<file path="src/rtl/exec_map.svh">
// Purpose: Constants for the compare/skip, BCD adjust and decrement slice
// Assumes: 16-bit instruction words, 8-bit data, 12-bit data address
// Notes:
`ifndef EXEC_MAP_SVH
`define EXEC_MAP_SVH
`define OPC_INVERT   6'h07
`define OPC_DECR     6'h01
`define OPC_SKIP_LT  7'h30
`define OPC_SKIP_EQ  7'h31
`define OPC_SKIP_GT  7'h32
`define OPC_BCD      16'h0007
`define NOP_WORD     16'h0000
`define OPC_TWO_A    4'hC
`define OPC_TWO_B    6'h3B
`define BIT_DEST     9
`define BIT_ACCESS   8
`define ACC_LO_BANK  4'h0
`define ACC_HI_BANK  4'hF
`define F_C          0
`define F_DC         1
`define F_Z          2
`define F_OV         3
`define F_N          4
`define NIB_LIMIT    4'h9
`define BCD_STEP     4'h6
`define OV_EDGE      8'h80
`define REG_ACC      2'h0
`define REG_STATUS   2'h1
`define REG_BANK     2'h2
`define RST_BYTE     8'h00
`define RST_STATUS   5'h00
`define RST_BANK     4'h0
`endif

</file>
<file path="src/rtl/exec_pkg.sv">
// Purpose: Types for the execution slice
// Assumes: One instruction cycle is four quarter phases
// Notes: Phase codes are one-hot
package exec_pkg;
  typedef enum logic [3:0] {
    PH_Q1 = 4'h1,
    PH_Q2 = 4'h2,
    PH_Q3 = 4'h4,
    PH_Q4 = 4'h8
  } phase_t;
  typedef logic [4:0] status_t;
endpackage : exec_pkg

</file>
<file path="src/rtl/compare_skip_bcd_decrement_exec.sv">
// Purpose: Executes invert, decrement, BCD adjust and the three compare-and-skip ops
// Assumes: Fetch presents the next word while instr_take is high; file memory reads combinationally
// Notes: Bus writes win over a same-cycle core write to the accumulator or status
`timescale 1ns/10ps
`include "exec_map.svh"
module compare_skip_bcd_decrement_exec (
  input  wire logic           core_clk,
  input  wire logic           rst_n,
  input  wire logic           clk_en,
  input  wire logic [15:0]    instr_word,
  output logic                instr_take,
  output logic                pc_advance,
  output logic                discard_cycle,
  output exec_pkg::phase_t    phase,
  output logic [11:0]         file_addr,
  input  wire logic [7:0]     file_rdata,
  output logic [7:0]          file_wdata,
  output logic                file_we,
  input  wire logic [1:0]     reg_addr,
  input  wire logic [7:0]     reg_wdata,
  input  wire logic           reg_wr,
  input  wire logic           reg_rd,
  output logic [7:0]          reg_rdata
);
  import exec_pkg::*;

  phase_t      ph_q;
  phase_t      ph_d;
  logic [15:0] ir_q;
  logic        skip_q;
  logic        discard_q;
  logic        hit_q;
  logic [7:0]  acc_q;
  logic [7:0]  opnd_q;
  logic [7:0]  res_q;
  logic [7:0]  rdata_q;
  logic [3:0]  bank_q;
  status_t     stat_q;
  status_t     flag_q;
  status_t     flag_d;

  // Decode of the latched word
  wire is_inv  = ir_q[15:10] == `OPC_INVERT;
  wire is_dec  = ir_q[15:10] == `OPC_DECR;
  wire is_clt  = ir_q[15:9] == `OPC_SKIP_LT;
  wire is_ceq  = ir_q[15:9] == `OPC_SKIP_EQ;
  wire is_cgt  = ir_q[15:9] == `OPC_SKIP_GT;
  wire is_bcd  = ir_q == `OPC_BCD;
  wire is_cmp  = is_clt | is_ceq | is_cgt;
  wire is_alu  = is_inv | is_dec;
  wire to_file = ir_q[`BIT_DEST];
  wire use_bank = ir_q[`BIT_ACCESS];

  // A word that owns a second word must be discarded along with it
  wire two_word = (instr_word[15:12] == `OPC_TWO_A) | (instr_word[15:10] == `OPC_TWO_B);

  wire in_q1 = clk_en & (ph_q == PH_Q1);
  wire in_q2 = clk_en & (ph_q == PH_Q2);
  wire in_q3 = clk_en & (ph_q == PH_Q3);
  wire in_q4 = clk_en & (ph_q == PH_Q4);

  // Low half of the access bank maps to bank 0, upper half to the top bank
  wire [3:0] acc_bank = ir_q[7] ? `ACC_HI_BANK : `ACC_LO_BANK;
  assign file_addr = use_bank ? {bank_q, ir_q[7:0]} : {acc_bank, ir_q[7:0]};

  // Unsigned compare by subtraction
  wire [8:0] diff  = {1'b0, opnd_q} - {1'b0, acc_q};
  wire       f_eq  = diff[7:0] == 8'h00;
  wire       f_lt  = diff[8];
  wire       f_gt  = ~f_lt & ~f_eq;
  wire       hit_d = (is_ceq & f_eq) | (is_cgt & f_gt) | (is_clt & f_lt);

  // Invert and decrement results
  wire [7:0] inv_val = ~opnd_q;
  wire [7:0] dec_val = opnd_q - 8'h01;

  // Packed BCD correction
  wire       lo_adj  = (opnd_q[3:0] > `NIB_LIMIT) | stat_q[`F_DC];
  wire       hi_adj  = (opnd_q[7:4] > `NIB_LIMIT) | stat_q[`F_C];
  wire [3:0] lo_step = lo_adj ? `BCD_STEP : 4'h0;
  wire [3:0] hi_step = hi_adj ? `BCD_STEP : 4'h0;
  wire [4:0] lo_sum  = {1'b0, opnd_q[3:0]} + {1'b0, lo_step};
  wire [8:0] bcd_sum = {1'b0, opnd_q} + {1'b0, hi_step, lo_step};

  wire [7:0] res_d = is_inv ? inv_val : (is_dec ? dec_val : bcd_sum[7:0]);

  always_comb begin
    flag_d = stat_q;
    if (is_inv) begin
      flag_d[`F_N] = inv_val[7];
      flag_d[`F_Z] = inv_val == 8'h00;
    end else if (is_dec) begin
      flag_d[`F_C]  = opnd_q != 8'h00;
      flag_d[`F_DC] = opnd_q[3:0] != 4'h0;
      flag_d[`F_OV] = opnd_q == `OV_EDGE;
      flag_d[`F_N]  = dec_val[7];
      flag_d[`F_Z]  = dec_val == 8'h00;
    end else if (is_bcd) begin
      // A carry already out of the earlier add must survive the correction
      flag_d[`F_C]  = bcd_sum[8] | stat_q[`F_C];
      flag_d[`F_DC] = lo_sum[4];
    end
  end

  always_comb begin
    unique case (ph_q)
      PH_Q1: ph_d = PH_Q2;
      PH_Q2: ph_d = PH_Q3;
      PH_Q3: ph_d = PH_Q4;
      PH_Q4: ph_d = PH_Q1;
      default: ph_d = PH_Q1;
    endcase
  end

  // Bus decode
  wire wr_acc  = reg_wr & (reg_addr == `REG_ACC);
  wire wr_stat = reg_wr & (reg_addr == `REG_STATUS);
  wire wr_bank = reg_wr & (reg_addr == `REG_BANK);
  wire [7:0] rd_mux = (reg_addr == `REG_ACC) ? acc_q :
                      (reg_addr == `REG_STATUS) ? {3'h0, stat_q} :
                      (reg_addr == `REG_BANK) ? {4'h0, bank_q} : `RST_BYTE;

  // Core write-backs at the fourth quarter
  wire acc_we  = in_q4 & (is_bcd | (is_alu & ~to_file));
  wire stat_we = in_q4 & (is_alu | is_bcd);

  assign file_we       = in_q4 & is_alu & to_file;
  assign file_wdata    = res_q;
  assign instr_take    = in_q1;
  assign pc_advance    = in_q4;
  assign discard_cycle = discard_q;
  assign phase         = ph_q;
  assign reg_rdata     = rdata_q;

  always_ff @(posedge core_clk) begin
    if (!rst_n) begin
      ph_q <= PH_Q1;
    end else if (clk_en) begin
      ph_q <= ph_d;
    end
  end

  // Skipped words enter as a no-op so none of their effects can occur
  always_ff @(posedge core_clk) begin
    if (!rst_n) begin
      ir_q      <= `NOP_WORD;
      discard_q <= 1'b0;
      skip_q    <= 1'b0;
    end else if (in_q1) begin
      ir_q      <= skip_q ? `NOP_WORD : instr_word;
      discard_q <= skip_q;
      skip_q    <= skip_q & two_word;
    end else if (in_q4) begin
      // A pair skip armed at this Q1 must survive into the next Q1
      skip_q    <= skip_q | hit_q;
    end
  end

  always_ff @(posedge core_clk) begin
    if (!rst_n) begin
      opnd_q <= `RST_BYTE;
    end else if (in_q2) begin
      opnd_q <= is_bcd ? acc_q : file_rdata;
    end
  end

  always_ff @(posedge core_clk) begin
    if (!rst_n) begin
      res_q  <= `RST_BYTE;
      flag_q <= `RST_STATUS;
      hit_q  <= 1'b0;
    end else if (in_q3) begin
      res_q  <= res_d;
      flag_q <= flag_d;
      hit_q  <= hit_d;
    end
  end

  always_ff @(posedge core_clk) begin
    if (!rst_n) begin
      acc_q <= `RST_BYTE;
    end else if (clk_en) begin
      if (wr_acc) begin
        acc_q <= reg_wdata;
      end else if (acc_we) begin
        acc_q <= res_q;
      end
    end
  end

  always_ff @(posedge core_clk) begin
    if (!rst_n) begin
      stat_q <= `RST_STATUS;
    end else if (clk_en) begin
      if (wr_stat) begin
        stat_q <= reg_wdata[4:0];
      end else if (stat_we) begin
        stat_q <= flag_q;
      end
    end
  end

  always_ff @(posedge core_clk) begin
    if (!rst_n) begin
      bank_q <= `RST_BANK;
    end else if (clk_en && wr_bank) begin
      bank_q <= reg_wdata[3:0];
    end
  end

  always_ff @(posedge core_clk) begin
    if (!rst_n) begin
      rdata_q <= `RST_BYTE;
    end else if (clk_en && reg_rd) begin
      rdata_q <= rd_mux;
    end
  end
endmodule : compare_skip_bcd_decrement_exec

</file>
<file path="config.mk">
export PLATFORM = sky130hd
export DESIGN_NAME = compare_skip_bcd_decrement_exec
export DESIGN_NICKNAME = d
export VERILOG_FILES = /design/src/rtl/exec_pkg.sv /design/src/rtl/compare_skip_bcd_decrement_exec.sv
export VERILOG_INCLUDE_DIRS = /design/src /design/src/rtl
export SDC_FILE = /design/constraint.sdc
export NUM_CORES = 1
export LEC_CHECK = 0
export BUFFER_PORTS_ARGS = -buffer_cell sky130_fd_sc_hd__buf_2
export CAP_MARGIN = 0
export CORE_MARGIN = 2
export CORE_UTILIZATION = 45
export CTS_CLUSTER_SIZE = 20
export DETAILED_ROUTE_END_ITERATION = 12
export PLACE_DENSITY = 0.71
export SLEW_MARGIN = 15
export SYNTH_ARGS = -nofsm -noshare
export SYNTH_HDL_FRONTEND = slang
export SYNTH_SLANG_ARGS = --single-unit
</file>
<file path="constraint.sdc">
create_clock -name core_clk -period 2.9 [get_ports core_clk]
set_input_delay 0.145 -clock core_clk [delete_from_list [all_inputs] [get_ports core_clk]]
set_output_delay 0.145 -clock core_clk [all_outputs]
set_load 0.01 [all_outputs]
</file>
* After elaboration in Yosys (flattened, before gate mapping)
Index checks and enable logic that the tools add are counted.
** Word-level totals
- Register bits after elaboration :: 69
- Input bits :: 39
- Output and inout bits :: 36
- Logic and storage cells :: 102
** Cells by class
- Add/subtract/negate cells :: 4
- Order comparisons :: 2
- Eq/ne operators :: 15
- Multiplexer cells :: 25
- Bitwise operators :: 31
- Reductions and logical operators :: 13
** Operator list (number)
- $mux W8 :: 6
- $logic_not A8 Y1 :: 3
- $eq A7 B6 Y1 const B :: 3
- $and A1 B1 Y1 :: 17
- $eq A16 B3 Y1 const B :: 1
- $mux W16 :: 1
- $mux W5 :: 3
- $mux W12 :: 1
- $pmux W4 S3 :: 1
- $or A1 B1 Y1 :: 10
- $add A8 B7 Y9 :: 1
- $mux W3 :: 3
- $sub A8 B8 Y9 :: 1
- $eq A4 B4 Y1 const B :: 2
- $eq A8 B8 Y1 const B :: 1
- $gt A4 B4 Y1 const B :: 2
- $mux W4 :: 2
- $not A8 Y8 :: 1
- $reduce_bool A8 Y1 :: 1
- $sub A8 B1 Y8 const B :: 1
- $eq A6 B1 Y1 const B :: 1
- $eq A6 B3 Y1 const B :: 1
- $eq A6 B6 Y1 const B :: 1
- $mux W2 :: 3
- other kinds (13) :: 23

* Depth between registers and ports, before layout
Gate-level depths: netlist (run 1).
- Depth after elaboration :: 8
- Mapped depth :: 12
- Mapped depth without buffers :: 12

* Least setup slack after synthesis (run 1)
No wires, ideal clock.
- Kind :: reg2reg
- Start :: reg opnd_q[1]
- End :: reg res_q[7] (netlist: file_wdata[7])
- Setup time :: 0.081 ns
- Data arrival time :: 2.321 ns
- Required time :: 2.819 ns
- Setup slack :: 0.498 ns
- Stages on the path, launching flop included :: 13
- Buffers on the path :: 0
- Clock period less this slack :: 2.402 ns
- Path through :: dfxtp_1 > inv_1 > ha_1 > nor2_1 > o21ai_0 > nand2b_1 > ha_1 > fa_1 > a41o_1 > a21oi_1 > xnor2_1 > nand2_1 > a41oi_1
** On the way
- Word-level cells in the longest chain between the ends :: 6
- Elaborated cells between the ends (all ways) :: 7
- Those cells by class :: add/sub: 2; order compare: 1; mux: 3; bitwise: 1
** RTL lines
- start: declaration :: line compare_skip_bcd_decrement_exec.sv:34 : logic [7:0] opnd_q;
- start signal: assignment :: line compare_skip_bcd_decrement_exec.sv:161 : opnd_q <= `RST_BYTE;
- start signal: assignment :: line compare_skip_bcd_decrement_exec.sv:163 : opnd_q <= is_bcd ? acc_q : file_rdata;
- $gt A4 B4 Y1 (no source line)
- $or A1 B1 Y1 :: line compare_skip_bcd_decrement_exec.sv:78 : wire lo_adj = (opnd_q[3:0] > `NIB_LIMIT) | stat_q[`F_DC];
- $mux W3 :: line compare_skip_bcd_decrement_exec.sv:80 : wire [3:0] lo_step = lo_adj ? `BCD_STEP : 4'h0;
- $add A8 B7 Y9 :: line compare_skip_bcd_decrement_exec.sv:83 : wire [8:0] bcd_sum = {1'b0, opnd_q} + {1'b0, hi_step, lo_step};
- $mux W8 (*) (2 in series) :: line compare_skip_bcd_decrement_exec.sv:85 : wire [7:0] res_d = is_inv ? inv_val : (is_dec ? dec_val : bcd_sum[7:0]);
- end signal: assignment :: line compare_skip_bcd_decrement_exec.sv:169 : res_q <= `RST_BYTE;
- end signal: assignment :: line compare_skip_bcd_decrement_exec.sv:173 : res_q <= res_d;
- end: declaration :: line compare_skip_bcd_decrement_exec.sv:35 : logic [7:0] res_q;
Every way passes the cells marked *; elsewhere a longest branch is shown, timed or not.
A chain may end at the register's enable or synchronous reset.

* Worst setup path in the final report (run 1)
- Start :: reg opnd_q[0]
- End :: reg res_q[7] (netlist: file_wdata[7])
The elaborated chain is that of the path after synthesis.

==> results.txt, run 1 <==
The flow ran to the end, and the final reports show no timing, DRC or antenna violations. Entering global routing, the biggest net connects 70 pins. Number of unique standard cell types used by synthesis: 62. The residual DRC count is 0.

In this run, post-CTS hold repair placed 0 buffers. The clock reaches the later pin of the worst-skew pair after 350 ps. Data on the critical path arrives at its endpoint at 2910 ps.

In this run the most critical hold path is launched from instr_word[4]. The main flop type after synthesis was dfxtp_1. In this run, synthesis inferred 0 flip-flops with an integrated enable.

For the detailed-route wire length, the log shows 11390 microns. The logs give 54.00% for the post-route core utilization and 0 for the warning count from the yosys run. The run gives 6.731 ps as the post-route clock skew. The critical path starts at opnd_q[0]. The total via count in the routed design is 3787. The number of antenna diodes in the final layout is 0.

Counting every net in the synthesized netlist gives 536. For this run the aggregate overflow at the end of global routing stands at 0. Counting flops with an async set or reset pin after synthesis yields a share of 0%. In the synthesized netlist, the number of instances is 480.

Setup violations remaining at the end of the flow were counted as 0. For this design, the slowest cell found on the critical path is fa_2. Walking the worst path, the cells encountered are inv_1 -> ha_2 -> nor2_1 -> o21ai_0 -> nand2b_1 -> ha_1 -> fa_2 -> a41o_1 -> a21oi_1 -> xnor2_1 -> nand2_1 -> a41oi_1. Subtracting the final worst setup slack from the clock period gives 2640 ps. The sequential cell area is 1381 sq um, and the worst IR drop on VDD is 0.0003368 V. The critical path is of the reg -> reg type.

The clock-pin slew of the registers on the worst-case setup and hold paths works out to 80 ps. The required arrival time at the worst endpoint came out at 3170 ps. The post-route worst hold slack is 71.40 ps. Global routing consumed, over all layers together, 22.48% of the routing resources. The worst setup path is launched from a flip-flop. Setup repair after global routing left no endpoint under its margin.

The kind of cell with the highest combined delay along the critical path is adder cells. In the post-synthesis netlist, the biggest area contributors are dfxtp_1 (33%), mux2i_1 (8.3%), o211a_1 (7.1%). Summing all multi-input logic gate instances after layout gives 2599 sq um. Counting the buffers created by CTS gives 9. Routability-driven placement finished with a final weighted congestion of 0.9699. The worst register-to-register path begins at opnd_q[0]. In the routed layout, each cell is associated on average with a via count of 5.747. The overall die area is 10180 sq um, and the wire length of the first global-routing pass is 17860 microns.

The tools report the area of the mapped netlist as 4224 sq um. For this configuration, the core starts out at a cell density of 46.15%. In the post-synthesis netlist, the cell with the most instances is dfxtp_1. In this run the worst path has a maximum fanout of 6. The share of the Yosys chip area taken by registers is 32.70%. The run gives 0 as the total of max-cap violations. The net count of the finished layout is 599.

Ranked by instance count, the synthesized netlist is headed by dfxtp_1 (69), nand2_1 (63), mux2i_1 (35), o211a_1 (30), clkbuf_1 (23). STA classifies the critical path endpoint as a flip-flop. The first detailed-routing pass ran for 5 iterations.

The logs give 0.3788 GHz for the highest achievable clock rate and 3 for the total number of H-tree levels. The top cell type's share of synthesized area was 32.70%; the areal power density over the cells was 481.9 nW/um^2. In this run the static leakage power is 2.354 nW. The final critical path takes up 91.03% of the cycle. Synthesis inferred 69 register bits. The horizontal die dimension was 100.9 microns.

In this run the worst hold path is classified as in -> reg. Number of pins with negative max-slew slack in the final report: 0. Tightest slew margin relative to the limit: 51.28%. The tools report the number of clock sinks as 69. The synthesized design spends more area on one cell type than any other, namely dfxtp_1.

The tree is rooted in a clkbuf_8. The final hold violation count came out at 0. Largest buffer count on any clock path: 2. The run gives 3423 as the number of global-route vias before repair. The die outline height is 100.9 microns. Dividing the detail-routed wire length by the instance count gives 17.28 microns.

The worst path buffer plus inverter count came out at 1. During placement, the flow inserted port buffers numbering 74. Once detail routing completed, the nets flagged for antenna violations numbered 0. TritonCTS built the clock tree.

In this run, the number of DRC markers left after iteration 0 of detailed routing was 226. The initial antenna violation count was 0. With fillers left out, the area of the finished cells amounts to 4942 sq um. Count of filler cells inserted in the layout: 860.

At the pin with the least slew margin, the transition time is 726.5 ps. The placed instances occupy a cell area of 4679 sq um. In this design, the stage delay of the slowest critical-path cell is 380 ps. Compared with the post-synthesis result, the final layout area differs by 17.00%.

In this run the count of I/O pins placed on the die edge is 75. In this run the standard cell core region covers 9153 sq um. The overall power is 2.382 mW, and the final total negative setup slack is 0 ps.

A synthesized cell averages 8.800 sq um. In this run the core area contains 35 standard-cell rows. Detailed placement ended at an HPWL of 8363 microns.

The post-route netlist has 23.36% of its cells at a drive strength greater than 1.
-- power breakdown --
| group | total, mW | internal [mW] | switching, mW |
|---|---|---|---|
| clock | 1.01 | 0.620 | 0.394 |
| sequential | 1.02 | 0.980 | 0.0366 |
| combinational | 0.351 | 0.156 | 0.195 |
-- area by class of cell --
class	count	share of cell area, %
Inverter	14	1.063
Clock buffer	11	3.063
Timing Repair Buffer	93	10.38
Sequential cell	69	27.95
Multi-Input combinational cell	356	52.58
Clock inverter	5	2.152
Tap cell	111	2.810
-- worst paths after layout --
path                         to  cells past startpoint  slack [ps]
setup / recovery  file_wdata[7]                     12         260
hold / removal          ir_q[4]                      3          70
hold reg to reg   discard_cycle                      2         470
setup reg to reg  file_wdata[7]                     12         260
-- state kept, by name (all words and copies together) (netlist names) --
signal,flops
reg_rdata,8
ir_q,16
skip_q,1
stat_q,5
discard_cycle,1
acc_q,8
file_wdata,8
opnd_q,8
bank_q,4
phase,4
hit_q,1
flag_q,5
-- through the flow --
| step | instances | setup slack, ps |
|---|---|---|
| 6_report | 659 | 260.2 |
| 3_3_place_gp | 643 | 301.3 |
| 3_5_place_dp | 643 | 267.5 |
| 2_1_floorplan | 480 | 498.1 |
| 4_1_cts | 659 | 221.3 |
| 5_1_grt | 659 | 29.03 |
-- placed cells by master, fill, tap and decap left out, drive strengths merged, types with 3 or more instances in the layout --
| cell | n |
|---|---|
| buf | 93 |
| dfxtp | 69 |
| nand2 | 63 |
| mux2i | 35 |
| o211a | 30 |
| a21boi | 21 |
| nand3b | 20 |
| nor2b | 17 |
| ha | 16 |
| o21ai | 15 |
| a21oi | 14 |
| inv | 13 |
| nor2 | 12 |
| clkbuf | 11 |
| nand3 | 9 |
| nand2b | 9 |
| xnor2 | 8 |
| o211ai | 8 |
| nor3 | 8 |
| o21a | 6 |
| or2 | 5 |
| xor2 | 4 |
| a31oi | 4 |
| nor4b | 4 |
| nor4 | 3 |
| a21o | 3 |
| or4 | 3 |
| a22oi | 3 |
| bufinv | 3 |
| or3b | 3 |
-- worst register-to-register path: stages (launching register included) --
cell and delay [ps]:
dfxtp_1 370, inv_1 140, ha_2 240, nor2_1 60
o21ai_0 140, nand2b_1 150, ha_1 250, fa_2 380
a41o_1 260, a21oi_1 170, xnor2_1 130, nand2_1 70
a41oi_1 210
-- timing repair --
item / CTS / global route
setup buffers: 0 / 0
resized for setup: 0 / 2
endpoints found under the setup margin: 0 / 1
-- cells by family (layout without fill, tap and decap cells) --
family	count (synthesis)	after routing	synth area share, %
mux	35	35	8.294
flops	69	69	32.70
compound gates	122	122	22.51
fa+ha+maj	17	17	5.213
xor+xnor	12	12	2.488
simple gates	170	170	22.78
buf+inv	55	123	6.013
-- per-layer routing --
metal	part of all wire [%]	vias to the layer above	routed length (microns)	GRT usage, %
met5	0	-	0	0
met4	1.5	0	170	6.639
met3	5.1	14	585	3.883
met2	47	129	5393	36.26
met1	46	1792	5238	30.72
li1	-	1852	-	-
No activity file was read; power rests on OpenSTA's default activity.
==> run 2, diff against run 1 <==
--- a/config.mk
+++ b/config.mk
@@ -8,6 +8,7 @@
 export LEC_CHECK = 0
 export BUFFER_PORTS_ARGS = -buffer_cell sky130_fd_sc_hd__buf_2
 export CAP_MARGIN = 0
+export CORE_ASPECT_RATIO = 1.25
 export CORE_MARGIN = 2
 export CORE_UTILIZATION = 45
 export CTS_CLUSTER_SIZE = 20
==> results.txt, run 2 (synthesis results as in run 1) <==
The post-route worst hold slack was 84.29 ps (+12.89 ps); the maximum fanout encountered on the critical timing path was 7 (+1). In this run the clock root is driven by a clkbuf_16. Number of placed instances, taps included: 653 (+1.6%).

The worst hold path belongs to the class in -> reg. The setup slack after placement came out at 250.3 ps (-17.17 ps). The residual overflow from global routing is 0 (unchanged).

The highest layer touched by signal routing is met4. The growth of design area from synthesis to finish is 17.15%. The run gives 5281 microns (-2.1%) as the amount of wire on met2 after detailed routing. The tools report the count of final setup violators as 0 (unchanged). The final worst setup slack is 183.9 ps (-76.27 ps), and the final-stage net count is 597 (-0.33%). For hold timing, the worst endpoint is ir_q[4]. The transition time at the pin with the least slew margin came out at 882.3 ps (+155.8 ps). The non-filler instance count after layout is 669 (+1.5%), and the global-route usage over all layers is 23.13% (+0.65 points). The wire length of the first global-routing pass is 18420 microns (+3.1%). TritonCTS built the clock tree. The fraction of the cycle the final worst path needs works out to 93.66% (+2.6 points).

For the initial antenna violation count, the log shows 0 (unchanged). The number of global-route vias before repair was 3659 (+6.9%). The top cell types in the final layout, fill and taps aside, are buf_2 (74), dfxtp_1 (69), nand2_1 (63). Clock-pin slew of the registers on the worst-case setup and hold paths: 60 ps (-20 ps). The final total negative setup slack was 0 ps (unchanged). The tools report the leakage power of the design as 2.352 nW (about the same). For the number of core rows, the log shows 39 (+11%). The logs give 2.370 mW (-0.49%) for the overall power and 54 (-23%) for the pin count of the biggest net entering global routing. The logs give 69 (unchanged) for the number of clock sinks and 0.8950 (-7.7%) for the final weighted congestion in routability-driven placement. Arrival time of the worst setup path: 2980 ps (+70 ps). The highest achievable clock rate was 0.3682 GHz (-2.8%); the placed wire-length estimate after detailed placement was 8484 microns (+1.4%). For the largest buffer count on any clock path, the log shows 2 (unchanged). The initial DRC count is 135 (-40%), and the met3 wirelength from detailed routing is 509 microns (-13%). The minimum clock period after layout is 2716 ps (+76.27 ps). The quantity of hold-fixing buffers added after cts was 0 (unchanged). The final cell area excluding filler cells was 4949 sq um (+0.13%).

ir_q holds more flip-flops than any other register. Areal power density over the cells: 478.9 nW/um^2 (-0.62%). Setup repair after global routing left no endpoint under its margin. The logs give 10.79 ps (+4.061 ps) for the post-route clock skew and 3757 (-0.79%) for the total via count in the routed design. The tools report the latest clock arrival within the worst-skew pair as 340 ps (about the same).

The number of iterations in the first detailed-routing pass was 4 (-1); the horizontal die dimension was 90.66 microns (-10%). Layout cell share with drive strength beyond 1: 22.53% (-0.83 points). The worst register-to-register path ends at file_wdata[7].

The logs give 0 (unchanged) for the number of pins with negative max-slew slack in the final report and 46.29% (+0.14 points) for the starting utilization of the core area. The depth of the worst register-to-register path works out to 12 (unchanged). STA classifies the critical path startpoint as a flip-flop. The average wire length per cell after detail routing came out at 16.96 microns (-1.8%). The count of cells along the worst hold path came out at 3 (unchanged). The logs give 0 (unchanged) for the antenna cell count and 0.0003361 V (-0.21%) for the worst IR drop on VDD. Setup slack of the most critical reg-to-reg path: 180 ps (-80 ps). The tools report the standard cell core area as 9125 sq um (-0.30%).

The total of buffers placed on input and output ports is 74 (unchanged), and the overall die area is 10180 sq um (about the same). The die outline height came out at 112.3 microns (+11%). The post-CTS repair timing setup buffer count was 0 (unchanged).

The vias per cell works out to 5.616 (-2.3%). The logs give 4679 sq um (unchanged) for the total cell area at the placement stage and 0 (unchanged) for the total of max-cap violations. The start point of the worst hold path is instr_word[4]. The run gives 0 (unchanged) as the number of antenna-violating nets in the routed design.

The run finished with clean final reports. Detailed-route wire length: 11350 microns (-0.34%). The number of flip-flops under the largest register name is 16 (unchanged), and the residual DRC count is 0 (unchanged). The count of filler cells inserted in the layout is 874 (+1.6%). The total number of H-tree levels was 3 (unchanged); the quantity of gates resized following cts was 0 (unchanged). Reg-to-reg startpoint: opnd_q[1]. For the required arrival time at the worst endpoint, the log shows 3170 ps (about the same). Post-route core utilization: 54.23% (+0.23 points). Commonest non-fill, non-tap cell in the layout: buf_2. The worst setup path is of the reg -> reg kind. The worst setup path is captured at a flip-flop.

The I/O pin count is 75 (unchanged), and the total CTS buffers is 9 (unchanged). The tightest slew margin relative to the limit was 41.18% (-10 points); the length of routed wiring on met1 was 4862 microns (-7.2%). Final hold violation count: 0 (unchanged).
==> run 2: changes by cell type in the layout (fill, tap and decap cells not counted), sizes merged <==
cell and change:
clkinv +4, clkbuf -1, bufinv -3, buf -2
==> run 2: critical path, cell delays in order, from the launching register on <==
cell and delay (ps):
dfxtp_1 370, inv_1 130, ha_1 250, nor2_1 60, o21ai_0 170, nand2b_1 150, ha_1 240, fa_1 430
a41o_1 260, a21oi_1 170, xnor2_1 130, nand2_1 80, a41oi_1 210
==> run 2: worst max-delay path by stage <==
| stage | startpoint | to | slack (ps) |
|---|---|---|---|
| detailed placement | opnd_q[1] | file_wdata[7] | 250 |
| floorplan | opnd_q[1] | file_wdata[7] | 500 |
| global route | opnd_q[1] | file_wdata[7] | 3 |
| global placement | opnd_q[1] | file_wdata[7] | 300 |
| finish | opnd_q[1] | file_wdata[7] | 180 |
| CTS | opnd_q[1] | file_wdata[7] | 230 |
==> run 2: final cells by class <==
| type | count | area (sq um) | area share [%] |
|---|---|---|---|
| clock buffers | 10 | 229.0 | 4.627 |
| clock inverters | 6 | 40.04 | 0.8091 |
| inverters | 14 | 52.55 | 1.062 |
| multi-input cells | 356 | 2594 | 52.41 |
| flip-flops and latches | 69 | 1381 | 27.91 |
| well taps | 123 | 153.9 | 3.110 |
| repair buffers | 91 | 498.0 | 10.06 |
==> run 2: where the power goes <==
part	leakage, nW	internal [mW]	switching [mW]
registers	0.560	0.982	0.0367
logic	1.66	0.156	0.195
clock network	0.132	0.576	0.424
total	2.35	1.71	0.656
==> run 2: routing by layer <==
layer  GRT usage [%]  vias up
li1                -     1848
met2           37.36      118
met4           17.74        0
met5               0        -
met3           3.557       36
met1           27.56     1755
